**src/common/dms_pkg.sv**
```systemverilog
// Shared types, timing constants and helpers of the maintenance sequencer
package dms_pkg;

  typedef logic [16:0]        dms_sec_t;
  typedef logic [25:0]        dms_cyc_t;
  typedef logic signed [15:0] dms_dew_t;

  // -------------------------------------------------------------------
  // Timebase
  // -------------------------------------------------------------------
  localparam int unsigned CLK_NS  = 25;
  localparam int unsigned TICK_NS = 1_000_000_000;
  localparam dms_cyc_t    TICK_CYC = dms_cyc_t'(TICK_NS / CLK_NS);

  // -------------------------------------------------------------------
  // Sequence times in seconds
  // -------------------------------------------------------------------
  localparam dms_sec_t BOOT_S        = 17'h00002;
  localparam dms_sec_t PREMEAS_S     = 17'h00028;
  localparam dms_sec_t PURGE_S       = 17'h000b4;
  localparam dms_sec_t CAL_S         = 17'h00032;
  localparam dms_sec_t CAL_INT_S     = 17'h00e10;
  localparam dms_sec_t DRY_INT_S     = 17'h00258;
  localparam dms_sec_t PURGE_INT_S   = 17'h15180;
  localparam dms_sec_t STARTUP_MAX_S = 17'h0012c;
  localparam dms_sec_t LIVE_BY_S     = 17'h00168;
  localparam dms_sec_t SEC_ONE       = 17'h00001;
  localparam dms_sec_t SEC_ZERO      = 17'h00000;

  typedef enum logic [2:0] {
    ST_BOOT,
    ST_PREMEAS,
    ST_PURGE,
    ST_CAL,
    ST_RUN
  } dms_state_e;

  // True when one more second reaches the limit
  function automatic logic sec_hit(input dms_sec_t cnt,
                                   input dms_sec_t lim);
    return (cnt + SEC_ONE) >= lim;
  endfunction

  function automatic logic is_maint(input dms_state_e st);
    return (st == ST_PURGE) || (st == ST_CAL);
  endfunction

endpackage

```
**src/common/dms_led_if.sv**
```systemverilog
// Status carried from the sequencer to the indicator encoder
`timescale 1ns/1ps
`default_nettype none
interface dms_led_if;
  logic maint;
  logic alarm;
  logic err;
  logic en;
  logic blink;
  modport seq (output maint, alarm, err, en, blink);
  modport led (input maint, alarm, err, en, blink);
endinterface
`default_nettype wire

```
**src/rtl/dms_led.sv**
```systemverilog
// Status indicator encoder with fixed precedence
`timescale 1ns/1ps
`default_nettype none
module dms_led (
  input  wire logic clk_i,
  input  wire logic rst_n_i,
  dms_led_if.led    st,
  output logic      green_o,
  output logic      red_o
);
  always_ff @(posedge clk_i or negedge rst_n_i) begin
    if (!rst_n_i) begin
      green_o <= 1'b0;
      red_o   <= 1'b0;
    end else if (!st.en) begin            // see RULE16
      green_o <= 1'b0;
      red_o   <= 1'b0;
    end else if (st.err) begin            // see RULE19 see RULE21
      green_o <= 1'b0;
      red_o   <= st.blink;
    end else if (st.maint) begin          // see RULE18 see RULE21
      green_o <= st.blink;
      red_o   <= 1'b0;
    end else if (st.alarm) begin          // see RULE19
      green_o <= 1'b0;
      red_o   <= 1'b1;
    end else begin                        // see RULE17
      green_o <= 1'b1;
      red_o   <= 1'b0;
    end
  end
endmodule
`default_nettype wire

```
**src/rtl/dms_seq.sv**
```systemverilog
// Maintenance sequencer: startup, calibration, purge, warming, indicator
//
// What this block does
// RULE1: Calibrate at power-on, then again every hour of operation.
// RULE2: Very dry gas shortens the calibration interval.
// RULE3: A large dewpoint or temperature change requests an extra calibration.
// RULE4: Calibration heats under a minute, then evaluates and corrects drift.
// RULE5: Calibration and purge publish the value held from before the cycle.
// RULE6: Calibration starts only when environment criteria hold; else deferred.
// RULE7: Purge at power-on, then every 24 hours of operation.
// RULE8: Purge keeps the element heated for several minutes.
// RULE9: Warming never freezes the live dewpoint output.
// RULE10: Warming switches on when dew could start to form.
// RULE11: In frost, warming keeps the element above zero degrees.
// RULE12: Two seconds startup, 40 seconds measuring, then purge and calibrate.
// RULE13: Startup purge plus calibration at most five minutes, output frozen.
// RULE14: Live output resumes within six minutes of power-up.
// RULE15: The startup sequence always runs and cannot be skipped.
// RULE16: Indicator dark when disabled by configuration.
// RULE17: Steady green while measuring normally.
// RULE18: Blinking green while purge or calibration runs.
// RULE19: Steady red above alarm limit, blinking red on internal error.
// RULE20: Host sets alarm limit, alarm enable and indicator enable.
// RULE21: Indicator precedence: error, maintenance, alarm, normal.
// RULE22: Postponed startup calibration: finish purge, go live, keep pending.
`timescale 1ns/1ps
`default_nettype none
module dms_seq
  import dms_pkg::*;
#(
  parameter dms_cyc_t TICK_C    = TICK_CYC,
  parameter dms_sec_t BOOT_T    = BOOT_S,
  parameter dms_sec_t PREMEAS_T = PREMEAS_S,
  parameter dms_sec_t PURGE_T   = PURGE_S,
  parameter dms_sec_t CAL_T     = CAL_S,
  parameter dms_sec_t CAL_INT_T = CAL_INT_S,
  parameter dms_sec_t DRY_INT_T = DRY_INT_S,
  parameter dms_sec_t PRG_INT_T = PURGE_INT_S
) (
  input  wire logic     clk_i,
  input  wire logic     rst_n_i,
  input  wire dms_dew_t live_dew_i,
  input  wire logic     very_dry_i,
  input  wire logic     dew_change_i,
  input  wire logic     env_ok_i,
  input  wire logic     dew_form_risk_i,
  input  wire logic     freezing_i,
  input  wire logic     error_i,
  input  wire dms_dew_t alarm_limit_i,
  input  wire logic     alarm_en_i,
  input  wire logic     led_en_i,
  output dms_dew_t      dew_out_o,
  output logic          frozen_o,
  output logic          heater_o,
  output logic          warm_o,
  output logic          cal_eval_o,
  output logic          startup_done_o,
  output logic          led_green_o,
  output logic          led_red_o
);

  // -------------------------------------------------------------------
  // Reset release
  // -------------------------------------------------------------------
  logic rst_meta_q;
  logic rst_sync_q;

  always_ff @(posedge clk_i or negedge rst_n_i) begin
    if (!rst_n_i) begin
      rst_meta_q <= 1'b0;
      rst_sync_q <= 1'b0;
    end else begin
      rst_meta_q <= 1'b1;
      rst_sync_q <= rst_meta_q;
    end
  end

  // -------------------------------------------------------------------
  // Timebase
  // -------------------------------------------------------------------
  logic tick;
  logic blink;

  dms_tick #(
    .CYC (TICK_C)
  ) u_tick (
    .clk_i   (clk_i),
    .rst_n_i (rst_sync_q),
    .tick_o  (tick),
    .blink_o (blink)
  );

  // -------------------------------------------------------------------
  // Sequence state
  // -------------------------------------------------------------------
  dms_state_e state_q;
  dms_state_e state_d;
  dms_sec_t   sec_q;
  dms_sec_t   cal_age_q;
  dms_sec_t   prg_age_q;
  dms_sec_t   up_sec_q;
  dms_sec_t   cal_int;
  logic       cal_pend_q;
  logic       prg_pend_q;
  logic       cal_go;
  logic       cal_due;
  logic       prg_due;

  assign cal_go  = cal_pend_q && env_ok_i;                  // see RULE6
  assign cal_int = very_dry_i ? DRY_INT_T : CAL_INT_T;      // see RULE2
  assign cal_due = tick && sec_hit(cal_age_q, cal_int);     // see RULE1
  assign prg_due = tick && sec_hit(prg_age_q, PRG_INT_T);   // see RULE7

  always_comb begin
    state_d = state_q;
    case (state_q)
      ST_BOOT: begin
        if (tick && sec_hit(sec_q, BOOT_T)) begin         // see RULE12
          state_d = ST_PREMEAS;
        end
      end
      ST_PREMEAS: begin
        if (tick && sec_hit(sec_q, PREMEAS_T)) begin      // see RULE12
          state_d = ST_PURGE;
        end
      end
      ST_PURGE: begin
        // A schedule request on the last tick goes straight on, so the
        // output is not released for a single heated sample
        if (tick && sec_hit(sec_q, PURGE_T)) begin        // see RULE8
          state_d = (cal_go || (cal_due && env_ok_i)) ?  // see RULE5
                    ST_CAL : ST_RUN;                      // see RULE22
        end
      end
      ST_CAL: begin
        if (tick && sec_hit(sec_q, CAL_T)) begin          // see RULE4
          state_d = ST_RUN;
        end
      end
      ST_RUN: begin
        if (prg_pend_q) begin                             // see RULE7
          state_d = ST_PURGE;
        end else if (cal_go) begin                        // see RULE6
          state_d = ST_CAL;
        end
      end
      default: begin
        state_d = ST_BOOT;
      end
    endcase
  end

  // No bypass input exists: every reset restarts at boot
  always_ff @(posedge clk_i or negedge rst_sync_q) begin
    if (!rst_sync_q) begin
      state_q <= ST_BOOT;                                 // see RULE15
    end else begin
      state_q <= state_d;
    end
  end

  always_ff @(posedge clk_i or negedge rst_sync_q) begin
    if (!rst_sync_q) begin
      sec_q <= SEC_ZERO;
    end else if (state_d != state_q) begin
      sec_q <= SEC_ZERO;
    end else if (tick) begin
      sec_q <= sec_q + SEC_ONE;
    end
  end

  // -------------------------------------------------------------------
  // Schedules and pending requests
  // -------------------------------------------------------------------
  // Age stops one second short of the interval so a deferred request does not wrap
  always_ff @(posedge clk_i or negedge rst_sync_q) begin
    if (!rst_sync_q) begin
      cal_age_q <= SEC_ZERO;
    end else if (state_q != ST_CAL && state_d == ST_CAL) begin
      cal_age_q <= SEC_ZERO;
    end else if (tick && !sec_hit(cal_age_q, cal_int)) begin
      cal_age_q <= cal_age_q + SEC_ONE;
    end
  end

  always_ff @(posedge clk_i or negedge rst_sync_q) begin
    if (!rst_sync_q) begin
      prg_age_q <= SEC_ZERO;
    end else if (state_q != ST_PURGE && state_d == ST_PURGE) begin
      prg_age_q <= SEC_ZERO;
    end else if (tick && !sec_hit(prg_age_q, PRG_INT_T)) begin
      prg_age_q <= prg_age_q + SEC_ONE;
    end
  end

  // Power-on calibration is pending from reset. A change event wins
  // over the clear on entry; a schedule request on that edge is the
  // one being served, else a saturated age would queue a second run
  always_ff @(posedge clk_i or negedge rst_sync_q) begin
    if (!rst_sync_q) begin
      cal_pend_q <= 1'b1;                                 // see RULE1
    end else if (dew_change_i) begin                      // see RULE3
      cal_pend_q <= 1'b1;
    end else if (state_q != ST_CAL && state_d == ST_CAL) begin
      cal_pend_q <= 1'b0;
    end else if (cal_due) begin                           // see RULE1
      cal_pend_q <= 1'b1;
    end
  end

  // The startup purge comes from the sequence itself
  always_ff @(posedge clk_i or negedge rst_sync_q) begin
    if (!rst_sync_q) begin
      prg_pend_q <= 1'b0;
    end else if (prg_due) begin                           // see RULE7
      prg_pend_q <= 1'b1;
    end else if (state_q != ST_PURGE && state_d == ST_PURGE) begin
      prg_pend_q <= 1'b0;
    end
  end

  // -------------------------------------------------------------------
  // Outputs toward the element and the measurement path
  // -------------------------------------------------------------------
  // Holding the last published word avoids a separate capture register
  always_ff @(posedge clk_i or negedge rst_sync_q) begin
    if (!rst_sync_q) begin
      dew_out_o <= '0;
      frozen_o  <= 1'b0;
    end else begin
      frozen_o  <= is_maint(state_d);                     // see RULE13
      if (!is_maint(state_d)) begin                       // see RULE5
        dew_out_o <= live_dew_i;                          // see RULE9
      end
    end
  end

  always_ff @(posedge clk_i or negedge rst_sync_q) begin
    if (!rst_sync_q) begin
      heater_o <= 1'b0;
    end else begin
      heater_o <= is_maint(state_d);                      // see RULE4
    end
  end

  // Warming only adds heat; it is not a maintenance state
  always_ff @(posedge clk_i or negedge rst_sync_q) begin
    if (!rst_sync_q) begin
      warm_o <= 1'b0;
    end else begin
      warm_o <= (state_d != ST_BOOT) &&
                (dew_form_risk_i ||                       // see RULE10
                 freezing_i);                             // see RULE11
    end
  end

  // Drift evaluation happens at the end of the heated phase
  always_ff @(posedge clk_i or negedge rst_sync_q) begin
    if (!rst_sync_q) begin
      cal_eval_o <= 1'b0;
    end else begin
      cal_eval_o <= (state_q == ST_CAL) && (state_d == ST_RUN); // see RULE4
    end
  end

  always_ff @(posedge clk_i or negedge rst_sync_q) begin
    if (!rst_sync_q) begin
      startup_done_o <= 1'b0;
    end else if (state_d == ST_RUN) begin                 // see RULE14
      startup_done_o <= 1'b1;
    end
  end

  always_ff @(posedge clk_i or negedge rst_sync_q) begin
    if (!rst_sync_q) begin
      up_sec_q <= SEC_ZERO;
    end else if (tick && !startup_done_o) begin
      up_sec_q <= up_sec_q + SEC_ONE;
    end
  end

  // -------------------------------------------------------------------
  // Indicator
  // -------------------------------------------------------------------
  dms_led_if led_bus ();

  assign led_bus.maint = frozen_o;
  assign led_bus.alarm = alarm_en_i &&                    // see RULE20
                         (dew_out_o > alarm_limit_i);
  assign led_bus.err   = error_i;
  assign led_bus.en    = led_en_i;                        // see RULE20
  assign led_bus.blink = blink;

  dms_led u_led (
    .clk_i   (clk_i),
    .rst_n_i (rst_sync_q),
    .st      (led_bus.led),
    .green_o (led_green_o),
    .red_o   (led_red_o)
  );
endmodule
`default_nettype wire

```
**src/rtl/dms_tick.sv**
```systemverilog
// One-second tick and blink phase generator
`timescale 1ns/1ps
`default_nettype none
module dms_tick
  import dms_pkg::*;
#(
  parameter dms_cyc_t CYC = TICK_CYC
) (
  input  wire logic clk_i,
  input  wire logic rst_n_i,
  output logic      tick_o,
  output logic      blink_o
);
  dms_cyc_t pre_q;

  always_ff @(posedge clk_i or negedge rst_n_i) begin
    if (!rst_n_i) begin
      pre_q  <= '0;
      tick_o <= 1'b0;
    end else if (pre_q == CYC - dms_cyc_t'(1)) begin
      pre_q  <= '0;
      tick_o <= 1'b1;
    end else begin
      pre_q  <= pre_q + dms_cyc_t'(1);
      tick_o <= 1'b0;
    end
  end

  // Blink phase flips once a second
  always_ff @(posedge clk_i or negedge rst_n_i) begin
    if (!rst_n_i) begin
      blink_o <= 1'b0;
    end else if (tick_o) begin
      blink_o <= ~blink_o;
    end
  end
endmodule
`default_nettype wire
```
**config.mk**
```make
export PLATFORM = sky130hd
export DESIGN_NAME = dms_seq
export DESIGN_NICKNAME = d
export VERILOG_FILES = /design/src/common/dms_pkg.sv /design/src/common/dms_led_if.sv /design/src/rtl/dms_led.sv /design/src/rtl/dms_seq.sv /design/src/rtl/dms_tick.sv
export SDC_FILE = /design/constraint.sdc
export NUM_CORES = 1
export LEC_CHECK = 0
export ABC_CLOCK_PERIOD_IN_PS = 4800
export BUFFER_PORTS_ARGS = -buffer_cell sky130_fd_sc_hd__buf_2
export CAP_MARGIN = 20
export CORE_UTILIZATION = 55
export DETAILED_ROUTE_END_ITERATION = 10
export GPL_TIMING_DRIVEN = 0
export PLACE_DENSITY = 0.76
export SLEW_MARGIN = 20
export SYNTH_ARGS = -nofsm -noshare
export SYNTH_HDL_FRONTEND = slang
export SYNTH_HIERARCHICAL = 1
export SYNTH_SLANG_ARGS = --single-unit
```
**constraint.sdc**
```tcl
create_clock -name clk_i -period 4.8 [get_ports clk_i]
set_clock_uncertainty 0.1 [all_clocks]
set_input_delay 0.24 -clock clk_i [delete_from_list [all_inputs] [get_ports clk_i]]
set_output_delay 0.24 -clock clk_i [all_outputs]
set_load 0.05 [all_outputs]
```
==> qor.txt, run 1 <==
Latest clock arrival within the worst-skew pair -> 0.36 ns
Share of post-route cells with drive strength above 1 -> 0.1836
GR Overflow Total -> 0
Largest family of logic cells by synthesized area -> simple AND/OR/NAND/NOR gates
Post-synthesis mux area share -> 0.04020
Top_reg_cell synth -> dfrtp_1
Period minus WS final -> 4.410 ns
Hold WS -> 0.01164 ns
Critical-path cell list -> ha_1, nand3_1, nor2_1, xor2_1, ha_1, or3_1, a31o_1, a311o_1, a2111oi_4, o22ai_2, nor3_2, buf_2, nor3_1
Num CTS Buffers -> 9
Max-slew violations -> 0
Area contributors post-synth -> dfrtp_1 (39%), xnor2_1 (5.8%), ha_1 (5.2%)
Power Density -> 231.8 mW/mm²
First-pass GRT wire length -> 25.73 mm
Leak -> 3.509 nW
Compound-gate portion of the synthesized area -> 0.1302
I/O pin cnt -> 65
Routability congestion estimate -> 0.9231
Commonest non-fill, non-tap cell in the layout -> dfrtp_1
Cell type with the highest aggregate area in the netlist -> dfrtp_1
Setup crit end -> sec_q[6]
CORE AREA -> 0.01201 mm²
Outcome -> complete, no violations
Global Route Usage Sum -> 0.2500
Worst Max-Slew Pin Slew -> 0.8477 ns
Mapped Cells -> 712
Vias in the first global route -> 5475
Area delta synth->final -> 13.07%
Die X -> 113.1 µm
Slew margin rel. -> 0.4203
Endpoints failing hold -> 0
Antenna Violating Nets Remaining -> 0
Netlist cell types -> 83
Fin util -> 0.6388
Worst Path Max Fanout -> 10
YS warnings -> 6
Asr flop ratio synth -> 1.000
Most frequent CP cell -> ha_1
Initial antenna violation count -> 0
Routed wire length per instance -> 15.99 µm
TNS Setup -> 0 ns
Placed Cells -> 925
# setup viols final -> 0
CTS root buffer -> clkbuf_16
Crit. End Element -> flop
Worst r2r src -> cal_age_q[0]
Remaining DRCs -> 0
Nets -> 860
Crit share post-route -> 0.9187
Post-Synth XOR/XNOR Area -> 0.09810
Share of the synthesized area in the top cell type -> 0.3946
CP Launch Type -> flop
R2R setup slack -> 0.39 ns
CTS sink cnt -> 108
Avg Cell Area, Syn -> 9.530 µm²
Largest net degree at the start of global routing -> 53
Die H -> 113.1 µm
TritonRoute pass-1 iters -> 5
VDD IR max -> 233.2 µV
Critical path class -> flop to flop
Post-CTS sizing -> 0
Number of setup buffers added after CTS -> 0
H-tree Lvls -> 3
Worst-path clk slew -> 0.08 ns
# hold bufs at CTS -> 1
Achievable Freq -> 0.2268 GHz
Critical path origin -> cal_age_q[0]
RSZ-0062 raised after global routing -> false
Vias per inst -> 5.961
CTS tree -> built
Post-Route WL -> 15.06 mm
Starting density of the core -> 0.5649
Simple-Gate Fraction of Synth Area -> 0.2355
Post-synthesis adder-cell area fraction -> 0.05163
Mapped Nets -> 782
1st-iter DRT viols -> 357
Non-Filler Instances -> 942
Rows -> 40
#FFs+latches synth -> 108
Sequential fraction of the synthesis area -> 0.3985
MaxCap Viol Count -> 0
CP max stage cell -> nor3_2
Final worst slack -> 0.3903 ns
Worst-case clock buffer depth -> 2
EDFF count, synth -> 0
Most frequent cells in the layout -> dfrtp_1 (106), buf_2 (76), nor2_1 (64)
I/O Buffers -> 64
Worst EP required -> 4.92 ns
Tightest Hold Check Type -> primary input to flop
Reg2reg path depth -> 13
Via count -> 5615
Post-Syn Area -> 0.006785 mm²
Antenna diodes -> 0
Die ar. -> 0.01278 mm²
Post-DP HPWL -> 11.23 mm
Slowest cell delay on critical path -> 0.53 ns
WP data arrival -> 4.53 ns
RR Endpoint -> sec_q[6]
Setup WS pre-CTS -> 0.4252 ns
per-layer routing:
| metal | routed length [µm] | GRT usage |
|---|---|---|
| met1 | 6751 | 0.3232 |
| met2 | 7452 | 0.4270 |
| met3 | 609 | 0.05196 |
| met4 | 250 | 0.06754 |
| met5 | 0 | 0 |
registers in the layout (all words and copies together) (netlist names):
register and count:
prg_pend_q 1, cal_eval_o 1, dew_out_o 16, sec_q 17, state_q 3, u_tick/pre_q 26
u_tick/tick_o 1, u_led/red_o 1, warm_o 1, rst_meta_q 1, prg_age_q 17, u_led/green_o 1
u_tick/blink_o 1, rst_sync_q 1, cal_age_q 17, heater_o 1, startup_done_o 1, cal_pend_q 1
worst min path at each step:
stage,endpoint,slack (ns),startpoint,cells past startpoint
after floorplan,rst_meta_q,-0.16,rst_n_i,0
after global placement,rst_sync_q,-0.07,rst_n_i,1
after detailed placement,rst_meta_q,-0.07,rst_n_i,1
after CTS,dew_out_o[6],0.002,live_dew_i[6],2
after global routing,dew_out_o[6],0.004,live_dew_i[6],2
final,dew_out_o[8],0.01,live_dew_i[8],2
report_power, final:
part           total (mW)  internal, mW  switching [mW]
sequential          0.915         0.911         0.00427
clock               0.806         0.465           0.341
combinational      0.0573        0.0250          0.0323
total                1.78          1.40           0.378
metrics by stage:
step / cell area [µm²] / total power [mW]
after floorplan: 6785 / 0.9571
after global placement: 7289 / 0.9830
after detailed placement: 7341 / 0.9907
after CTS: 7672 / 1.798
after global routing: 7672 / 1.838
final: 7672 / 1.779
logic make-up (layout without fill, tap and decap cells):
| group | after synthesis | count (layout) |
|---|---|---|
| adder cells (fa/ha/maj) | 28 | 28 |
| XOR/XNOR | 76 | 76 |
| buffers and inverters | 70 | 153 |
| multiplexers | 22 | 22 |
| other | 1 | 1 |
| AO/OA/AOI/OAI | 113 | 113 |
| flip-flops | 108 | 108 |
| AND/OR/NAND/NOR | 294 | 294 |
area by class of cell:
| type | count | area (µm²) |
|---|---|---|
| tap | 147 | 183.9 |
| multi-input combinational | 534 | 3774 |
| buffer | 33 | 168.9 |
| clock inverter | 5 | 88.84 |
| inverter | 37 | 138.9 |
| clock buffer | 11 | 232.7 |
| sequential | 108 | 2708 |
| fill | 975 | 4339 |
| timing repair buffer | 67 | 377.9 |
critical path, delay by kind of cell, from the launching register on:
family                   cells  cell delay, ns
AND/OR/NAND/NOR              5            1.43
AO/OA/AOI/OAI                4            1.20
flip-flops                   1            0.46
XOR/XNOR                     1            0.19
adder cells (fa/ha/maj)      2            0.54
buffers and inverters        1            0.33
Yosys cell counts, types with 10 or more instances:
| library cell | count |
|---|---|
| a21oi_1 | 25 |
| mux2_2 | 10 |
| inv_1 | 37 |
| nand2_1 | 44 |
| xor2_1 | 31 |
| buf_2 | 12 |
| nor3_1 | 42 |
| o21ai_0 | 12 |
| and3_1 | 12 |
| clkbuf_1 | 14 |
| xnor2_1 | 45 |
| nor2_1 | 64 |
| nand4_1 | 27 |
| ha_1 | 28 |
| nand3_1 | 32 |
| dfrtp_1 | 107 |
Power figures use the tool's default switching activity.
==> run 2: changes to the inputs <==
ABC_AREA = 1   (was unset)
==> run 2 against run 1 <==
Against the previous run:
- sequential power rose by 2%
- utilization rose by 1.9 points
- non-clock buffer count unchanged
- global-route usage increased by 0.25 points
- cell count is 42% higher
- fmax is 25% higher
- synthesized area up 7.8%
- clock-buffer cell count fell by 2
- combinational power rose by 130%
- worst setup slack gained 0.88 ns
- die area is 7.6% higher
- sequential cell count unchanged
==> qor.txt, run 2 <==
Reg with most FFs -> u_tick/pre_q
Levels on crit path -> 23 (+10)
Share of post-route cells with drive strength above 1 -> 0.1499 (-0.03378)
YS warnings -> 6 (unchanged)
Multi-input gate area in the final layout -> 0.003925 mm² (+4.0%)
CTS tree -> built
Via count -> 6683 (+19%)
Worst r2r src -> cal_age_q[3]
Die H -> 117.3 µm (+3.7%)
WP buf/inv -> 4 (+3)
Hold WS -> 0.006359 ns (-0.005282 ns)
CTS sink cnt -> 108 (unchanged)
Cell type with the highest aggregate area in the netlist -> dfrtp_1
Nets -> 1226 (+43%)
Worst-case clock buffer depth -> 2 (unchanged)
# fillers -> 1141 (+17%)
H-tree Lvls -> 3 (unchanged)
Max FFs per register -> 26 (unchanged)
Antenna diodes -> 0 (unchanged)
Most frequent cells in the layout -> nand2_1 (326), nor2_1 (150), inv_1 (144)
Most frequent CP cell -> nand2_1
Mapped Nets -> 1131 (+45%)
Sequential power share -> 0.498 (-0.016)
# hold bufs at CTS -> 18 (+17)
Worst Max-Slew Pin Slew -> 0.5436 ns (-0.3041 ns)
Sw frac -> 0.2351 (+0.02283)
# setup viols final -> 0 (unchanged)
CP delay by family, top -> simple AND/OR/NAND/NOR gates
CORE AREA -> 0.01277 mm² (+6.3%)
#FFs+latches synth -> 108 (unchanged)
Mapped Cells -> 1061 (+49%)
Top_reg_cell synth -> dfrtp_1
Sequential fraction of the synthesis area -> 0.3697 (-0.02877)
Critical-path cell list -> nand2_1, nor2_4, nand3_1, xor2_1, inv_1, ha_1, nand3_1, nor2_1, nand3_1, nor2_1, nand2_1, nor2_1, nand2_1, nand3_2, nand2_1, nand2_2, nand3_4, nand2_2, buf_6, nand3_4, buf_8, nand2_1, inv_1
Remaining DRCs -> 0 (unchanged)
Leak -> 4.461 nW (+27%)
Die ar. -> 0.01376 mm² (+7.6%)
RR Endpoint -> cal_age_q[6]
CP Launch Type -> flop
RSZ-0062 raised after global routing -> false
Area delta synth->final -> 14.82%
Share of the synthesized area in the top cell type -> 0.3661 (-0.02849)
Largest net degree at the start of global routing -> 43 (-19%)
Fin util -> 0.6574 (+0.01861)
Worst EP required -> 4.96 ns (+0.04 ns)
Crit. End Element -> flop
Setup crit end -> cal_age_q[6]
Global Route Usage Sum -> 0.2525 (+0.002546)
Starting density of the core -> 0.5725 (+0.007638)
Routed wire length per instance -> 12.15 µm (-24%)
First-pass GRT wire length -> 28.59 mm (+11%)
Placed Cells -> 1299 (+40%)
Worst Path Max Fanout -> 10 (unchanged)
Max-slew violations -> 0 (unchanged)
Crit share post-route -> 0.7352 (-0.1835)
Num CTS Buffers -> 9 (unchanged)
Achievable Freq -> 0.2834 GHz (+25%)
FF+latch area -> 0.002708 mm² (unchanged)
CP max stage cell -> dfrtp_1
Latest clock arrival within the worst-skew pair -> 0.36 ns (about the same)
Post-Route WL -> 16.19 mm (+7.5%)
Outcome -> complete, no violations
VDD IR max -> 172.8 µV (-26%)
EDFF count, synth -> 0 (unchanged)
Leading cell type by number of instances after synthesis -> nand2_1
Vias in the first global route -> 6252 (+14%)
Slowest cell delay on critical path -> 0.45 ns (-0.08 ns)
Routability congestion estimate -> 0.9225 (about the same)
R2R setup slack -> 1.27 ns (+0.88 ns)
Vias per inst -> 5.014 (-16%)
Post-Syn Area -> 0.007313 mm² (+7.8%)
Internal power -> 1.429 mW (+2.0%)
Combinational share of power -> 0.069 (+0.037)
Total net switching power -> 0.4392 mW (+16%)
Power Density -> 222.5 mW/mm² (-4.0%)
Tightest Hold Check Type -> primary input to flop
Initial antenna violation count -> 0 (unchanged)
Period minus WS final -> 3.529 ns (-0.8810 ns)
Clock Power Share -> 0.433 (-0.020)
Non-Filler Instances -> 1333 (+42%)
Post-DP HPWL -> 12.36 mm (+10%)
Slew margin rel. -> 0.6376 (+0.2173)
Commonest non-fill, non-tap cell in the layout -> nand2_1
Area contributors post-synth -> dfrtp_1 (37%), nand2_1 (17%), nor2_1 (7.7%)
Top cells by count, synth -> nand2_1 (326), nor2_1 (150), inv_1 (144)
TNS Setup -> 0 ns (unchanged)
I/O Buffers -> 64 (unchanged)
Endpoints failing hold -> 0 (unchanged)
WP data arrival -> 3.69 ns (-0.84 ns)
CTS root buffer -> clkbuf_16
Rows -> 41 (+2.5%)
Netlist cell types -> 38 (-54%)
TritonRoute pass-1 iters -> 6 (+1)
Critical path class -> flop to flop
Number of setup buffers added after CTS -> 0 (unchanged)
Worst-path clk slew -> 0.07 ns (about the same)
Critical path origin -> cal_age_q[3]
Die X -> 117.3 µm (+3.7%)
MaxCap Viol Count -> 0 (unchanged)
1st-iter DRT viols -> 460 (+29%)
Post-CTS sizing -> 0 (unchanged)
GR Overflow Total -> 0 (unchanged)
Placed inst area -> 0.007893 mm² (+7.5%)
I/O pin cnt -> 65 (unchanged)
Reg2reg path depth -> 23 (+10)
Asr flop ratio synth -> 1.000 (unchanged)
Final instance area -> 0.008397 mm² (+9.4%)
Avg Cell Area, Syn -> 6.893 µm² (-28%)
Antenna Violating Nets Remaining -> 0 (unchanged)
run 2: power groups by stage:
stage	Combinational (mW)	Clock, mW	Sequential (mW)
finish	0.129	0.808	0.931
global placement	0.0995	0	0.960
floorplan	0.0376	0	0.982
detailed placement	0.118	0	0.949
global route	0.144	0.867	0.933
CTS	0.129	0.832	0.931
run 2: tightest hold or removal path: stages:
cell and delay (ns):
buf_2 0.07, inv_1 0.05, nand2_1 0.07
run 2: stage by stage:
step                      total power, mW  setup slack [ns]
after global routing                1.944            0.9251
after floorplan                     1.020             1.470
after detailed placement            1.067             1.343
final                               1.868             1.271
after global placement              1.060            0.2235
after CTS                           1.892             1.308
run 2: cells by family (layout without fill, tap and decap cells):
family                     after synthesis  after routing  synth area share
AOI/OAI and AO/OA                       72             72           0.05321
xor gates and xnor gates                33             33           0.03952
adders and majority gates               28             28           0.04790
buffers and inverters                  168            268           0.09358
DFF                                    108            108            0.3697
other                                    1              1         0.0005128
and+or+nand+nor                        651            651            0.3956
run 2: worst min path at each step:
| stage | startpoint | to | cells past startpoint |
|---|---|---|---|
| 6_report | dew_change_i | cal_pend_q | 3 |
| 5_1_grt | freezing_i | warm_o | 3 |
| 4_1_cts | dew_change_i | cal_pend_q | 3 |
| 3_5_place_dp | rst_n_i | rst_meta_q | 1 |
| 3_3_place_gp | rst_n_i | rst_meta_q | 1 |
| 2_1_floorplan | rst_n_i | rst_meta_q | 0 |
run 2: area by class of cell:
cell class / count / share of cell area
inverters: 152 / 0.06795
repair buffers: 84 / 0.06437
multi-input cells: 785 / 0.4674
well taps: 172 / 0.02563
plain buffers: 16 / 0.01356
clock inverters: 7 / 0.01177
flip-flops and latches: 108 / 0.3225
clock buffers: 9 / 0.02682
run 2: layer usage:
metal,wire length (µm),GRT usage,part of all wire
met4,257,0.06331,0.016
met2,7641,0.4190,0.47
met5,0,0,0
met3,635,0.05399,0.039
met1,7659,0.3344,0.47
